`src/ddrc_consts.svh`:
```
`ifndef DDRC_CONSTS_SVH
`define DDRC_CONSTS_SVH

// ------------------------------------------------------------
// frame layout
// ------------------------------------------------------------
`define DDRC_FRAME_UI 10
`define DDRC_DQ_LANES 16
`define DDRC_ALL_LANES 18
`define DDRC_MASK_LANE 16
`define DDRC_TREE_BITS 72
`define DDRC_CRC_BITS 8
`define DDRC_CRC_POLY 8'h07

// ------------------------------------------------------------
// organisation codes
// ------------------------------------------------------------
`define DDRC_ORG_X4 2'h0
`define DDRC_ORG_X8 2'h1
`define DDRC_ORG_X16 2'h2

// ------------------------------------------------------------
// timing
// ------------------------------------------------------------
`define DDRC_CLK_MHZ 20
`define DDRC_ALERT_PW_MIN 6
`define DDRC_ALERT_PW_MAX 10
`define DDRC_ALERT_PW_DEF 8
`define DDRC_CRC_ALERT_NS 13
`define DDRC_ALERT_LAT_RAW ((`DDRC_CRC_ALERT_NS * `DDRC_CLK_MHZ) / 1000)
`define DDRC_ALERT_LAT_CYC ((`DDRC_ALERT_LAT_RAW < 1) ? 1 : `DDRC_ALERT_LAT_RAW)

// ------------------------------------------------------------
// reset values
// ------------------------------------------------------------
`define DDRC_RST_UI_CNT 4'h0
`define DDRC_RST_PW_CNT 4'h0

`endif

```
`src/ddrc_pkg.sv`:
```
`include "ddrc_consts.svh"

package ddrc_pkg;

    // ------------------------------------------------------------
    // types
    // ------------------------------------------------------------
    // alert pulse sequencer
    typedef enum logic [1:0] {
        DDRC_IDLE = 2'b00,
        DDRC_PULSE = 2'b01
    } ddrc_alert_st_t;

    // one frame: ten transfers of all lanes
    typedef logic [`DDRC_FRAME_UI-1:0][`DDRC_ALL_LANES-1:0] ddrc_frame_t;

    // whole state of the checker
    typedef struct packed {
        logic [`DDRC_ALL_LANES+1:0] sync1;
        logic [`DDRC_ALL_LANES+1:0] sync2;
        logic [`DDRC_ALL_LANES+1:0] sync3;
        logic strobe_lvl;
        logic active;
        logic [3:0] ui_cnt;
        ddrc_frame_t frame;
        logic done;
        ddrc_alert_st_t st;
        logic [3:0] pw_cnt;
        logic alert_oe;
        logic alert_lvl;
        logic clr_bit;
        logic status_bit;
    } ddrc_state_t;

endpackage : ddrc_pkg

```
`src/ddrc_write_crc_check.sv`:
```
`timescale 1ns/1ns
`include "ddrc_consts.svh"

// How it works
// - x8 bl8: lane n data, crc n, one
// - x16 is two independent x8 checkers
// - x16 upper byte carries bits 72-143
// - crc errors share the one alert line
// - alert low pulse of six to ten cycles
// - alert starts one cycle (50 ns) after detection, not within 13 ns
// - error sets clear bit and status bit
// - clear bit holds until mode register clear
// - device only pulls low, then releases
// - checking enabled by mode bit, bl8 and bc4
// - every frame is exactly ten transfers
// - x4 bc4: 16 data bits, rest ones
// - bc4 with a2 high maps upper nibble low
// - x8 bc4: 36 inputs, transfers 4-7 ones
// - x8 bc4 a2 low: mask feeds 67:64
// - x8 bc4 a2 high: mask feeds 71:68
// - polynomial x8+x2+x+1 over 72 bits
// - compare received with computed, flag mismatch
// - mask off: upper eight tree inputs ones
// - data committed before the check completes
module ddrc_write_crc_check #(
    parameter int PULSE_CYC = `DDRC_ALERT_PW_DEF
) (
    // clock and reset
    input wire logic clk_sys_i,
    input wire logic rstn_i,
    // write link pins
    input wire logic wstrobe_i,
    input wire logic wframe_i,
    input wire logic [`DDRC_DQ_LANES-1:0] dq_i,
    input wire logic [1:0] dmi_i,
    // mode configuration
    input wire logic crc_en_i,
    input wire logic [1:0] org_i,
    input wire logic bc4_i,
    input wire logic a2_i,
    input wire logic dm_en_i,
    input wire logic dbi_en_i,
    input wire logic mrs_clr_i,
    // shared open-drain alert pin
    output logic alert_n_o,
    output logic alert_oe_o,
    // status
    output logic crc_clr_bit_o,
    output logic crc_status_o,
    output logic wr_done_o
);

    // ------------------------------------------------------------
    // parameter check
    // ------------------------------------------------------------
    // the pulse width must sit inside the allowed window
    if (PULSE_CYC < `DDRC_ALERT_PW_MIN || PULSE_CYC > `DDRC_ALERT_PW_MAX) begin : g_bad_pw
        $error("pulse width outside six to ten cycles");
    end

    // the pulse counter is four bits wide
    localparam logic [3:0] PW_LAST = 4'(PULSE_CYC - 1);
    // last transfer index of a frame
    localparam logic [3:0] UI_LAST = 4'(`DDRC_FRAME_UI - 1);
    // alert reaches the pin one flop after detection
    localparam int ALERT_LAT = `DDRC_ALERT_LAT_CYC;

    // ------------------------------------------------------------
    // helper functions
    // ------------------------------------------------------------
    // serial crc, first bit d[71], start value zero
    function automatic logic [7:0] crc72(input logic [71:0] d);
        logic [7:0] c;
        logic fb;
        c = 8'h00;
        for (int i = `DDRC_TREE_BITS - 1; i >= 0; i--) begin
            fb = c[7] ^ d[i];
            c = {c[6:0], 1'b0} ^ (fb ? `DDRC_CRC_POLY : 8'h00);
        end
        return c;
    endfunction : crc72

    // assembles the 72 tree inputs of one byte group
    function automatic logic [71:0] tree_word(
        input ddrc_pkg::ddrc_frame_t f,
        input logic up,
        input logic x4,
        input logic bc4,
        input logic a2,
        input logic msk
    );
        logic [71:0] w;
        int lane;
        int mbase;
        w = '1;
        mbase = a2 ? 68 : 64;
        // transfers 8 and 9 never reach the tree
        for (int n = 0; n < 8; n++) begin
            lane = up ? n + 8 : n;
            for (int t = 0; t < 8; t++) begin
                // x4 keeps upper 40 inputs at ones
                // bc4 keeps transfers 4 to 7 at ones
                if (!(x4 && n > 3) && !(bc4 && t > 3)) begin
                    // bc4 with a2 high still lands on the low nibble
                    w[8*n+t] = f[t][lane];
                end
            end
        end
        // mask lane feeds the upper inputs only when enabled
        if (msk && !x4) begin
            for (int t = 0; t < 8; t++) begin
                if (!bc4) begin
                    w[64+t] = f[t][`DDRC_MASK_LANE + (up ? 1 : 0)];
                end else if (t < 4) begin
                    w[mbase+t] = f[t][`DDRC_MASK_LANE + (up ? 1 : 0)];
                end
            end
        end
        return w;
    endfunction : tree_word

    // extracts the checksum the controller sent
    function automatic logic [7:0] rx_crc(
        input ddrc_pkg::ddrc_frame_t f,
        input logic up,
        input logic x4
    );
        logic [7:0] r;
        if (x4) begin
            r = {f[9][3:0], f[8][3:0]};
        end else if (up) begin
            // x16 upper group reads lanes 8 to 15
            r = f[8][15:8];
        end else begin
            r = f[8][7:0];
        end
        return r;
    endfunction : rx_crc

    // ------------------------------------------------------------
    // state
    // ------------------------------------------------------------
    ddrc_pkg::ddrc_state_t s;  // registered state
    ddrc_pkg::ddrc_state_t next_s;  // next state
    logic strobe_stable;  // strobe agrees in stages two and three
    logic strobe_rise;  // qualified rising edge of the strobe
    logic is_x4;  // x4 organisation
    logic is_x16;  // x16 organisation
    logic mask_on;  // data mask or inversion enabled
    logic [7:0] calc_lo;  // computed checksum, lower group
    logic [7:0] calc_hi;  // computed checksum, upper group
    logic mis_lo;  // lower group mismatch
    logic mis_hi;  // upper group mismatch
    logic crc_err;  // detection event

    // ------------------------------------------------------------
    // decode and compare
    // ------------------------------------------------------------
    // checksum trees run on the stored frame
    always_comb begin
        is_x4 = (org_i == `DDRC_ORG_X4);
        is_x16 = (org_i == `DDRC_ORG_X16);
        mask_on = dm_en_i | dbi_en_i;
        calc_lo = crc72(tree_word(s.frame, 1'b0, is_x4, bc4_i, a2_i, mask_on));
        calc_hi = crc72(tree_word(s.frame, 1'b1, is_x4, bc4_i, a2_i, mask_on));
        // each group is checked on its own
        mis_lo = (calc_lo != rx_crc(s.frame, 1'b0, is_x4));
        mis_hi = is_x16 && (calc_hi != rx_crc(s.frame, 1'b1, is_x4));
        // nothing is compared while checking is off
        crc_err = s.done && crc_en_i && (mis_lo || mis_hi);
        // edge found once stages two and three agree
        strobe_stable = (s.sync2[0] == s.sync3[0]);
        strobe_rise = strobe_stable && s.sync3[0] && !s.strobe_lvl;
    end

    // ------------------------------------------------------------
    // next state
    // ------------------------------------------------------------
    always_comb begin
        next_s = s;
        // pin synchroniser: bit 0 strobe, bit 1 frame, rest lanes
        // stage one is read only by stage two
        next_s.sync1 = {dmi_i, dq_i, wframe_i, wstrobe_i};
        next_s.sync2 = s.sync1;
        next_s.sync3 = s.sync2;
        next_s.done = 1'b0;
        next_s.alert_lvl = 1'b0;
        // strobe level follows only once stable
        if (strobe_stable) begin
            next_s.strobe_lvl = s.sync3[0];
        end
        // one transfer per strobe rising edge
        if (strobe_rise && (s.active || s.sync3[1])) begin
            next_s.frame[s.active ? s.ui_cnt : `DDRC_RST_UI_CNT] = s.sync3[`DDRC_ALL_LANES+1:2];
            if (!s.active) begin
                next_s.active = 1'b1;
                next_s.ui_cnt = 4'h1;
            end else if (s.ui_cnt == UI_LAST) begin
                // tenth transfer closes the frame
                next_s.active = 1'b0;
                next_s.ui_cnt = `DDRC_RST_UI_CNT;
                next_s.done = 1'b1;
            end else begin
                next_s.ui_cnt = s.ui_cnt + 4'h1;
            end
        end
        // sticky bits: detection wins over the clear command
        if (crc_err) begin
            next_s.clr_bit = 1'b1;
            next_s.status_bit = 1'b1;
        end else if (mrs_clr_i) begin
            // only the mode register command clears them
            next_s.clr_bit = 1'b0;
            next_s.status_bit = 1'b0;
        end
        // alert pulse sequencer
        unique case (s.st)
            ddrc_pkg::DDRC_IDLE: begin
                // pull the shared line low right after detection
                if (crc_err) begin
                    next_s.st = ddrc_pkg::DDRC_PULSE;
                    next_s.alert_oe = 1'b1;
                    next_s.pw_cnt = `DDRC_RST_PW_CNT;
                end
            end
            ddrc_pkg::DDRC_PULSE: begin
                // errors inside a pulse only set the sticky bits
                if (s.pw_cnt == PW_LAST) begin
                    next_s.st = ddrc_pkg::DDRC_IDLE;
                    next_s.alert_oe = 1'b0;
                end else begin
                    next_s.pw_cnt = s.pw_cnt + 4'h1;
                end
            end
            // unused codes fall back to a released line
            default: begin
                next_s.st = ddrc_pkg::DDRC_IDLE;
                next_s.alert_oe = 1'b0;
            end
        endcase
    end

    // ------------------------------------------------------------
    // state register
    // ------------------------------------------------------------
    // every field returns to zero, the line is released
    always_ff @(posedge clk_sys_i or negedge rstn_i) begin
        if (!rstn_i) begin
            s <= '0;
        end else begin
            s <= next_s;
        end
    end

    // ------------------------------------------------------------
    // outputs
    // ------------------------------------------------------------
    // the driven level is always low; the enable makes the pulse
    assign alert_n_o = s.alert_lvl;
    assign alert_oe_o = s.alert_oe;
    // sticky error bits as the mode registers show them
    assign crc_clr_bit_o = s.clr_bit;
    assign crc_status_o = s.status_bit;
    // frame handed to the array without waiting for the check
    assign wr_done_o = s.done;
endmodule : ddrc_write_crc_check

```
`config.mk`:
```
export PLATFORM = sky130hd
export DESIGN_NAME = ddrc_write_crc_check
export DESIGN_NICKNAME = d
export VERILOG_FILES = /design/src/ddrc_pkg.sv /design/src/ddrc_write_crc_check.sv
export VERILOG_INCLUDE_DIRS = /design/src
export SDC_FILE = /design/constraint.sdc
export NUM_CORES = 1
export LEC_CHECK = 0
export BUFFER_PORTS_ARGS = -buffer_cell sky130_fd_sc_hd__buf_2
export CAP_MARGIN = 20
export CORE_UTILIZATION = 35
export DETAILED_ROUTE_END_ITERATION = 10
export PLACE_DENSITY_LB_ADDON = 0.12
export SLEW_MARGIN = 20
export SYNTH_ARGS = -nofsm -noshare
export SYNTH_HDL_FRONTEND = slang
export SYNTH_SLANG_ARGS = --single-unit
```
`constraint.sdc`:
```
create_clock -name clk_sys_i -period 6.2 [get_ports clk_sys_i]
set_input_delay 0.31 -clock clk_sys_i [delete_from_list [all_inputs] [get_ports clk_sys_i]]
set_output_delay 0.31 -clock clk_sys_i [all_outputs]
set_load 0.03 [all_outputs]
```
==> reports/metrics.yaml, run 1 <==
status: "completed"
core_um2: 43100
fin_nets: 1333
drt_pre_antenna_iters: 5
h-tree-depth: 1
grt_max_degree: 165
timing.fmax_mhz: 178
postRouteAntennaNets: 0
path_max_fanout: 12
synth_top_area_share_pct: 38.9
setup_repair_after_global_routing_missed_its_margin: "false"
post_synth_mux_area_share_pct: 13.8
grt_antenna_before_repair: 0
synth-compound-area-share_pct: 5.35
yosys.area_share.xor_xnor_pct: 32.2
routabilityCongestion: 0.840
yosysUniqueCellTypes: 77
worstReg2RegEnd: "s[6]"
track_usage_pct: 18.0
leading_cell_types_by_total_area_after_synthesis: "sky130_fd_sc_hd__dfrtp_1 (39%), sky130_fd_sc_hd__mux2_2 (12%), sky130_fd_sc_hd__xnor2_1 (12%)"
post_synth_instance_area_um2: 15300
rows: 76
post_synth_fa_ha_maj_area_fraction_pct: 0.328
final_setup_viols: 0
placement.io_buffers: 33
slew-limit-headroom_pct: 33.0
worstSetupStartpointType: "flop"
cts.clk_slew.worst_paths_ns: 0.06
fillCellCount: 4150
reported_max_cap_violation_count: 0
detailedPlacementHpwl_um: 26600
vias: 9169
cp_data_arrival_time_ns: 6.11
syn2layout_area_growth_pct: 13.8
worstMarginPinSlew_ns: 1.00
post_synth.cell_area_avg_um2: 12.2
layout_worst_path_cycle_share_pct: 90.6
global_route.overflow_total: 0
placed_cell_areas_um2: 16100
route.detailed.wl_per_inst_um: 20.2
fin_worst_skew_ns: 0.0263
antenna_cells: 0
final.setup.tns_ns: 0
totalWireLength_um: 38600
cts.sink_count: 237
first_global_vias: 9695
floorplan.initialDensity_pct: 35.4
kind_of_critical_path: "reg2reg"
cts_inserted_buffers: 29
final_core_utilization_pct: 40.3
critPathLaunch: "s[28]"
asyncSetResetFlopFracSynth_pct: 100
critPathRequiredTime_ns: 6.69
tritoncts: "yes"
r2r_start: "s[28]"
r2r_setup_slack_ns: 0.58
most_common_library_cell_in_the_layout_ignoring_fill_and_taps: "sky130_fd_sc_hd__dfrtp_1"
end_kind: "flop"
drt-initial-drc-count: 495
synth_top_flop_cell: "sky130_fd_sc_hd__dfrtp_1"
io_pins: 35
worst-r2r-cell-count: 16
syn-num-nets: 1281
route.detailed.vias_per_inst: 4.81
layout.cells.most_common_list: "sky130_fd_sc_hd__dfrtp_1 (237), sky130_fd_sc_hd__xnor2_1 (207), sky130_fd_sc_hd__mux2_2 (167), sky130_fd_sc_hd__nor2_1 (102), sky130_fd_sc_hd__xor2_1 (88)"
hold_path_class: "in2async"
timing_max_transition_violations_final: 0
synth_top_family_by_area: "XOR/XNOR gates"
layout-drive-gt1-share_pct: 25.5
layout_min_cycle_time_ns: 5.62
die-width_um: 211
remaining_drc_errors: 0
yosys.area_share.simple_pct: 7.29
max-clock-path-buffers: 3
netlist_instances: 1247
fp.dieArea_um2: 44400
worst_skew_pair.late_latency_ns: 0.57
die_h_um: 211
timing_hold_violations_final: 0
cts.root.buffer_cell: "sky130_fd_sc_hd__clkbuf_16"
wire_length_of_the_first_global_routing_pass_um: 60700
yosys_warnings: 0
synthDominantAreaCellType: "sky130_fd_sc_hd__dfrtp_1"
final_area_um2: 17400
sequential_to_total_area_share_from_yosys_stat_pct: 38.9
cts_post_setup_buffers_inserted: 0
post_synthesis_register_bit_count: 237
synth_edf_count: 0
[timing repair]
| item | 4_1_cts | 5_1_grt |
|---|---|---|
| resized for setup | 0 | 0 |
| endpoints found under the hold margin | 94 | 0 |
| hold buffers | 22 | 0 |
[flip-flops by register name, indices dropped and copies added, names as in the netlist]
register	cells
next_s	40
wr_done_o	1
s	194
crc_status_o	1
alert_oe_o	1
[per-stage QoR]
stage	std cells	hold WS (ns)	setup WS, ns
4_1_cts	1906	0.311	0.588
3_5_place_dp	1831	0.316	0.447
5_1_grt	1906	0.344	0.197
6_report	1906	0.309	0.584
2_1_floorplan	1247	0.0144	1.20
3_3_place_gp	1831	0.320	0.472
[worst max path at each step]
stage / depth (start not counted) / end
global route: 16 / s[6]
detailed placement: 18 / s[5]
global placement: 18 / s[5]
floorplan: 17 / s[6]
CTS: 16 / s[6]
finish: 16 / s[6]
[synthesized netlist by cell type (5+ instances only)]
master / n
sky130_fd_sc_hd__nor2_1: 106
sky130_fd_sc_hd__xnor2_2: 12
sky130_fd_sc_hd__mux2_2: 167
sky130_fd_sc_hd__nor3_1: 15
sky130_fd_sc_hd__nand2_1: 38
sky130_fd_sc_hd__xnor2_1: 207
sky130_fd_sc_hd__a21oi_1: 29
sky130_fd_sc_hd__mux2i_1: 20
sky130_fd_sc_hd__clkbuf_1: 17
sky130_fd_sc_hd__xor2_1: 88
sky130_fd_sc_hd__o21ai_1: 5
sky130_fd_sc_hd__buf_4: 8
sky130_fd_sc_hd__xnor3_1: 65
sky130_fd_sc_hd__nand3_1: 17
sky130_fd_sc_hd__xnor3_2: 6
sky130_fd_sc_hd__buf_6: 6
sky130_fd_sc_hd__xor2_2: 7
sky130_fd_sc_hd__inv_1: 6
sky130_fd_sc_hd__or2_2: 5
sky130_fd_sc_hd__a21o_1: 5
sky130_fd_sc_hd__xor3_1: 14
sky130_fd_sc_hd__buf_1: 12
sky130_fd_sc_hd__or3_1: 9
sky130_fd_sc_hd__dfrtp_1: 237
sky130_fd_sc_hd__a211oi_1: 5
sky130_fd_sc_hd__nor2b_1: 9
sky130_fd_sc_hd__o22ai_1: 7
sky130_fd_sc_hd__o21a_1: 6
sky130_fd_sc_hd__o21ai_0: 18
sky130_fd_sc_hd__and2_1: 7
sky130_fd_sc_hd__buf_2: 14
[critical path, cell delays in order (launching register included)]
cell,delay [ns]
sky130_fd_sc_hd__dfrtp_1,0.64
sky130_fd_sc_hd__xnor3_1,0.49
sky130_fd_sc_hd__mux2i_1,0.24
sky130_fd_sc_hd__xnor2_2,0.24
sky130_fd_sc_hd__mux2i_2,0.37
sky130_fd_sc_hd__xor3_2,0.45
sky130_fd_sc_hd__xnor2_1,0.31
sky130_fd_sc_hd__xnor3_1,0.43
sky130_fd_sc_hd__xnor2_2,0.34
sky130_fd_sc_hd__xnor2_1,0.16
sky130_fd_sc_hd__xnor2_1,0.39
sky130_fd_sc_hd__xnor3_1,0.33
sky130_fd_sc_hd__or3_1,0.39
sky130_fd_sc_hd__a211oi_2,0.21
sky130_fd_sc_hd__o221ai_2,0.16
sky130_fd_sc_hd__a21oi_2,0.22
sky130_fd_sc_hd__and3_1,0.18
[cell families (layout without fill, tap and decap cells)]
logic type,count (synthesis),after routing
AOI/OAI and AO/OA,113,113
DFF,237,237
and+or+nand+nor,237,237
other,1,1
xor gates and xnor gates,402,402
buffers and inverters,64,138
muxes,189,189
adders and majority gates,4,4
[routing by layer]
metal | vias up | track usage [%] | part of all wire [%] | wire length (um)
met5 | - | 0 | 0 | 0
met4 | 0 | 3.20 | 1.6 | 620
met3 | 32 | 2.23 | 2.8 | 1070
met2 | 117 | 29.5 | 47 | 18100
met1 | 4638 | 25.7 | 49 | 18800
li1 | 4382 | - | - | -
[area by class of cell]
class / instances / area, um2 / share of cell area (%)
clock buffers: 41 / 861 / 4.96
flip-flops and latches: 237 / 5930 / 34.2
multi-input cells: 946 / 9040 / 52.1
well taps: 585 / 732 / 4.22
inverters: 7 / 26.3 / 0.151
repair buffers: 78 / 581 / 3.34
clock inverters: 12 / 193 / 1.11
Power of run 1 is not shown: default switching activity piles up to over one toggle a cycle in this logic, so the estimate is an artifact.
==> run 2: changes to the inputs <==
--- a/config.mk
+++ b/config.mk
@@ -6,7 +6,7 @@
 export SDC_FILE = /design/constraint.sdc
 export NUM_CORES = 1
 export LEC_CHECK = 0
-export BUFFER_PORTS_ARGS = -buffer_cell sky130_fd_sc_hd__buf_2
+export BUFFER_PORTS_ARGS = -buffer_cell sky130_fd_sc_hd__buf_4
 export CAP_MARGIN = 20
 export CORE_UTILIZATION = 35
 export DETAILED_ROUTE_END_ITERATION = 10
==> run 2 against run 1 <==
Effect of this change: critical path depth stayed put; flip-flop and latch count unchanged; critical endpoint unchanged; non-clock buffer count decreased by 3; global-route usage up 0.074 points; count of clock-buffer cells in the layout is 3 higher; first-iteration DRC count is 5.7% higher; routed wire length shrank 0.72%; highest routed layer unchanged.
==> reports/metrics.yaml, run 2 (synthesized netlist as in run 1, its figures left out) <==
final_area_um2: 17300  # was 17400 um2
totalWireLength_um: 38300  # was 38600 um
drt_pre_antenna_iters: 5  # unchanged
buffers_plus_inverters_on_the_worst_setup_path: 0  # unchanged
min_path_cells: 4
timing_max_transition_violations_final: 0  # unchanged
cell_type_of_the_slowest_stage_on_the_worst_timing_path: "sky130_fd_sc_hd__xnor3_1"  # was sky130_fd_sc_hd__dfrtp_1
fin_worst_skew_ns: 0.0323  # was 0.0263 ns
first_global_vias: 9703  # was 9695
path_max_fanout: 10  # was 12
placement.io_buffers: 33  # unchanged
core_um2: 43100  # unchanged
grt_max_degree: 93  # was 165
detailedPlacementHpwl_um: 26300  # was 26600 um
final_core_utilization_pct: 40.2  # was 40.3%
remaining_drc_errors: 0  # unchanged
layout.cells.most_common_list: "sky130_fd_sc_hd__dfrtp_1 (237), sky130_fd_sc_hd__xnor2_1 (207), sky130_fd_sc_hd__mux2_2 (167), sky130_fd_sc_hd__nor2_1 (102), sky130_fd_sc_hd__xor2_1 (88)"  # unchanged
fp.dieArea_um2: 44400  # unchanged
io_pins: 35  # unchanged
rows: 76  # unchanged
cts_resized: 0  # unchanged
setup_repair_after_global_routing_missed_its_margin: "false"  # unchanged
antenna_cells: 0  # unchanged
reported_max_cap_violation_count: 0  # unchanged
cts_inserted_buffers: 30  # was 29
cts_post_setup_buffers_inserted: 0  # unchanged
crit_chain: "xnor2_1 -> mux2_2 -> a211o_1 -> a21oi_1 -> xnor2_1 -> xor2_1 -> xnor3_1 -> xor2_2 -> xnor3_1 -> xor3_1 -> xor3_1 -> or2_0 -> mux2i_1 -> a311oi_2 -> a21oi_2 -> and3_1"  # was xnor3_1 -> mux2i_1 -> xnor2_2 -> mux2i_2 -> xor3_2 -> xnor2_1 -> xnor3_1 -> xnor2_2 -> xnor2_1 -> xnor2_1 -> xnor3_1 -> or3_1 -> a211oi_2 -> o221ai_2 -> a21oi_2 -> and3_1
cts_hold_buf: 22  # unchanged
hold_path_class: "in2reg"  # was in2async
most_common_library_cell_in_the_layout_ignoring_fill_and_taps: "sky130_fd_sc_hd__dfrtp_1"  # unchanged
largest_register_ffs: 194  # unchanged
r2r_setup_slack_ns: 0.52  # was 0.58 ns
cts.clk_slew.worst_paths_ns: 0.06  # about the same
drt-initial-drc-count: 523  # was 495
max-clock-path-buffers: 3  # unchanged
cts.root.buffer_cell: "sky130_fd_sc_hd__clkbuf_16"  # unchanged
final_setup_viols: 0  # unchanged
syn2layout_area_growth_pct: 13.4  # was 13.8%
r2r_start: "s[81]"  # was s[28]
status: "completed"  # unchanged
worstMarginPinSlew_ns: 0.991  # was 1.00 ns
h-tree-depth: 1  # unchanged
tritoncts: "yes"  # unchanged
die_h_um: 211  # unchanged
route.detailed.vias_per_inst: 4.78  # was 4.81
cts.sink_count: 237  # unchanged
die-width_um: 211  # unchanged
cp_data_arrival_time_ns: 6.20  # was 6.11 ns
layout_worst_path_cycle_share_pct: 91.6  # was 90.6%
global_route.overflow_total: 0  # unchanged
wire_length_of_the_first_global_routing_pass_um: 60600  # was 60700 um
worstSetupStartpointType: "flop"  # unchanged
route.detailed.wl_per_inst_um: 20.1  # was 20.2 um
top_register: "s"  # unchanged
timing.fmax_mhz: 176  # was 178 MHz
slew-limit-headroom_pct: 33.8  # was 33.0%
cpPeakStageDelay_ns: 0.56  # was 0.64 ns
postRouteAntennaNets: 0  # unchanged
layout-drive-gt1-share_pct: 25.0  # was 25.5%
hold_end: "crc_status_o"
kind_of_critical_path: "reg2reg"  # unchanged
timing_hold_violations_final: 0  # unchanged
layout_min_cycle_time_ns: 5.68  # was 5.62 ns
vias: 9092  # was 9169
worst-r2r-cell-count: 16  # unchanged
routabilityCongestion: 0.831  # was 0.840
fin_nets: 1331  # was 1333
track_usage_pct: 18.1  # was 18.0%
floorplan.initialDensity_pct: 35.4  # unchanged
critPathRequiredTime_ns: 6.73  # was 6.69 ns
final.setup.tns_ns: 0  # unchanged
worstReg2RegEnd: "s[6]"  # unchanged
end_kind: "flop"  # unchanged
grt_antenna_before_repair: 0  # unchanged
hold_start: "org_i[0]"
placed_cell_areas_um2: 16100  # about the same
worst_skew_pair.late_latency_ns: 0.59  # was 0.57 ns
cp_top_family: "XOR/XNOR gates"  # unchanged
## run 2: cell types whose count changed in the layout (fill, tap and decap cells not counted), moves of 2 or more
cell,change
sky130_fd_sc_hd__clkbuf_1,+5
sky130_fd_sc_hd__bufinv_16,-4
sky130_fd_sc_hd__buf_4,+29
sky130_fd_sc_hd__inv_6,-2
sky130_fd_sc_hd__clkbuf_8,-3
sky130_fd_sc_hd__buf_2,-32
## run 2: layer usage
metal	part of all wire (%)	routed length [um]	GRT usage (%)	vias to the layer above
li1	-	-	-	4358
met1	48	18600	25.5	4591
met2	47	17900	29.5	107
met3	2.7	1040	2.57	36
met4	2.0	754	3.87	0
met5	0	0	0	-
## run 2: layout make-up
class	instances	area, um2
multi-input cells	946	9040
fillers	4099	25800
inverters	7	26.3
well taps	585	732
clock inverters	9	85.1
clock buffers	44	863
flip-flops and latches	237	5930
repair buffers	75	629
## run 2: worst reg2reg max path: cells and delay by family, from the launching register on
kind | cells | cell delay, ns
xor gates and xnor gates | 8 | 3.23
AOI/OAI and AO/OA | 4 | 0.79
DFF | 1 | 0.54
muxes | 2 | 0.67
and+or+nand+nor | 2 | 0.39
## run 2: through the flow
stage / std cells / hold WS [ns] / setup WS (ns)
6_report: 1903 / 0.295 / 0.523
5_1_grt: 1903 / 0.293 / 0.153
4_1_cts: 1903 / 0.264 / 0.491
3_5_place_dp: 1828 / 0.336 / 0.490
3_3_place_gp: 1828 / 0.333 / 0.526
2_1_floorplan: 1247 / 0.0144 / 1.20
## run 2: worst max-delay path by stage
stage | from | to | slack [ns] | cells after the start
final | s[81] | s[6] | 0.52 | 16
after global routing | s[45] | s[6] | 0.15 | 16
after CTS | s[81] | s[6] | 0.49 | 16
after detailed placement | org_i[1] | s[6] | 0.49 | 17
after global placement | s[45] | s[6] | 0.53 | 16
after floorplan | s[81] | s[6] | 1.20 | 17
Power of run 2 is left out for the same reason.
==> run 3: changes to the inputs <==
--- a/config.mk
+++ b/config.mk
@@ -8,7 +8,7 @@
 export LEC_CHECK = 0
 export BUFFER_PORTS_ARGS = -buffer_cell sky130_fd_sc_hd__buf_4
 export CAP_MARGIN = 20
-export CORE_UTILIZATION = 35
+export CORE_UTILIZATION = 55
 export DETAILED_ROUTE_END_ITERATION = 10
 export PLACE_DENSITY_LB_ADDON = 0.12
 export SLEW_MARGIN = 20
==> run 3 against run 2 <==
Effect of this change: count of clock-buffer cells in the layout decreased by 13; clock skew is 0.015 ns lower; first-iteration DRC count shrank 25%; final cell count fell by 12%; non-clock buffer count down 7; highest routed layer unchanged.
==> reports/metrics.yaml, run 3 (synthesized netlist as in run 1, its figures left out) <==
fillCellCount: 2124  # was 4099
worst-r2r-cell-count: 16  # unchanged
drt_pre_antenna_iters: 4  # was 5
timing_hold_violations_final: 0  # unchanged
layout-drive-gt1-share_pct: 24.8  # was 25.0%
final.setup.tns_ns: 0  # unchanged
fin_nets: 1320  # was 1331
timing.fmax_mhz: 179  # was 176 MHz
kind_of_critical_path: "reg2reg"  # unchanged
critPathRequiredTime_ns: 6.69  # was 6.73 ns
cp_top_family: "XOR/XNOR gates"  # unchanged
remaining_drc_errors: 0  # unchanged
whs_ns: 0.290  # was 0.295 ns
cp.depth: 16  # unchanged
cts.clk_slew.worst_paths_ns: 0.06  # about the same
multi_input_comb_area_um2: 9050  # was 9040 um2
status: "completed"  # unchanged
cell_type_of_the_slowest_stage_on_the_worst_timing_path: "sky130_fd_sc_hd__xnor3_1"  # unchanged
placement.io_buffers: 33  # unchanged
wire_length_of_the_first_global_routing_pass_um: 54700  # was 60600 um
first_global_vias: 9599  # was 9703
routabilityCongestion: 0.871  # was 0.831
cp_data_arrival_time_ns: 6.08  # was 6.20 ns
die-width_um: 169  # was 211 um
worstSetupStartpointType: "flop"  # unchanged
fin_worst_skew_ns: 0.0178  # was 0.0323 ns
r2r_setup_slack_ns: 0.62  # was 0.52 ns
io_pins: 35  # unchanged
final_core_utilization_pct: 62.6  # was 40.2%
fp.dieArea_um2: 28400  # was 44400 um2
slew-limit-headroom_pct: 30.4  # was 33.8%
rows: 60  # was 76
hold_path_class: "in2async"  # was in2reg
floorplan.initialDensity_pct: 56.3  # was 35.4%
cts.sink_count: 237  # unchanged
grt_max_degree: 174  # was 93
totalWireLength_um: 34000  # was 38300 um
layout_min_cycle_time_ns: 5.58  # was 5.68 ns
h-tree-depth: 1  # unchanged
cts_inserted_buffers: 26  # was 30
postRouteAntennaNets: 0  # unchanged
antenna_cells: 0  # unchanged
max-clock-path-buffers: 3  # unchanged
worst_skew_pair.late_latency_ns: 0.55  # was 0.59 ns
top_register: "s"  # unchanged
route.detailed.vias_per_inst: 5.48  # was 4.78
grt_antenna_before_repair: 0  # unchanged
global_route.overflow_total: 0  # unchanged
vias: 9197  # was 9092
syn2layout_area_growth_pct: 11.2  # was 13.4%
cts.root.buffer_cell: "sky130_fd_sc_hd__clkbuf_16"  # unchanged
tritoncts: "yes"  # unchanged
worstMarginPinSlew_ns: 1.04  # was 0.991 ns
cpPeakStageDelay_ns: 0.55  # was 0.56 ns
layout_worst_path_cycle_share_pct: 90.1  # was 91.6%
final_setup_viols: 0  # unchanged
detailedPlacementHpwl_um: 23700  # was 26300 um
path_max_fanout: 10  # unchanged
buffers_plus_inverters_on_the_worst_setup_path: 0  # unchanged
most_common_library_cell_in_the_layout_ignoring_fill_and_taps: "sky130_fd_sc_hd__dfrtp_1"  # unchanged
final_area_um2: 17000  # was 17300 um2
setup_repair_after_global_routing_missed_its_margin: "false"  # unchanged
route.detailed.wl_per_inst_um: 20.3  # was 20.1 um
largest_register_ffs: 194  # unchanged
drt-initial-drc-count: 391  # was 523
regArea_um2: 5930  # unchanged
placed_cell_areas_um2: 15800  # was 16100 um2
crit_chain: "xnor2_1 -> mux2_2 -> a211o_1 -> a21oi_1 -> xnor2_1 -> xor2_1 -> xnor3_1 -> xor2_2 -> xnor3_1 -> xor3_1 -> xor3_1 -> or2_0 -> mux2i_1 -> a31oi_1 -> a21oi_1 -> a22o_1"  # was xnor2_1 -> mux2_2 -> a211o_1 -> a21oi_1 -> xnor2_1 -> xor2_1 -> xnor3_1 -> xor2_2 -> xnor3_1 -> xor3_1 -> xor3_1 -> or2_0 -> mux2i_1 -> a311oi_2 -> a21oi_2 -> and3_1
die_h_um: 169  # was 211 um
core_um2: 27100  # was 43100 um2
layout.cells.most_common_list: "sky130_fd_sc_hd__dfrtp_1 (237), sky130_fd_sc_hd__xnor2_1 (207), sky130_fd_sc_hd__mux2_2 (167), sky130_fd_sc_hd__nor2_1 (102), sky130_fd_sc_hd__xor2_1 (88)"  # unchanged
end_kind: "flop"  # unchanged
timing_max_transition_violations_final: 0  # unchanged
track_usage_pct: 25.2  # was 18.1%
reported_max_cap_violation_count: 0  # unchanged
-- run 3: worst register-to-register path, delay by kind of cell (launching register included) --
family	cells	cell delay (ns)
DFF	1	0.53
AOI/OAI and AO/OA	5	0.95
muxes	2	0.62
and+or+nand+nor	1	0.21
xor gates and xnor gates	8	3.20
-- run 3: area by class of cell --
| cell class | instances | area share (%) |
|---|---|---|
| clock buffer | 31 | 4.18 |
| inverter | 7 | 0.155 |
| clock inverter | 17 | 1.16 |
| tap | 372 | 2.74 |
| multi-input combinational | 946 | 53.4 |
| sequential | 237 | 35.0 |
| timing repair buffer | 68 | 3.45 |
-- run 3: routing by layer --
layer	global-route usage (%)	part of all wire, %	vias up
li1	-	-	4335
met1	34.9	46	4658
met2	42.4	48	156
met3	2.67	3.4	48
met4	7.00	2.6	0
met5	0	0	-
-- run 3: final timing paths --
check	start	endpoint
max in group asynchronous	rstn_i	next_s[199]
worst max-delay path	s[81]	s[7]
worst max register to register	s[81]	s[7]
worst min register to register	next_s[198]	s[198]
worst min-delay path	rstn_i	s[82]
min in group clk_sys_i	next_s[198]	s[198]
-- run 3: timing repair --
action,CTS,global route
hold buffers,22,0
resized for setup,0,0
setup buffers,0,0
endpoints found under the hold margin,85,0
endpoints found under the setup margin,0,0
-- run 3: stage by stage --
step	instances	worst slack, ns
2_1_floorplan	1247	1.20
3_3_place_gp	1608	0.587
3_5_place_dp	1608	0.567
4_1_cts	1678	0.561
5_1_grt	1678	0.223
6_report	1678	0.615
Power of run 3 is left out for the same reason.
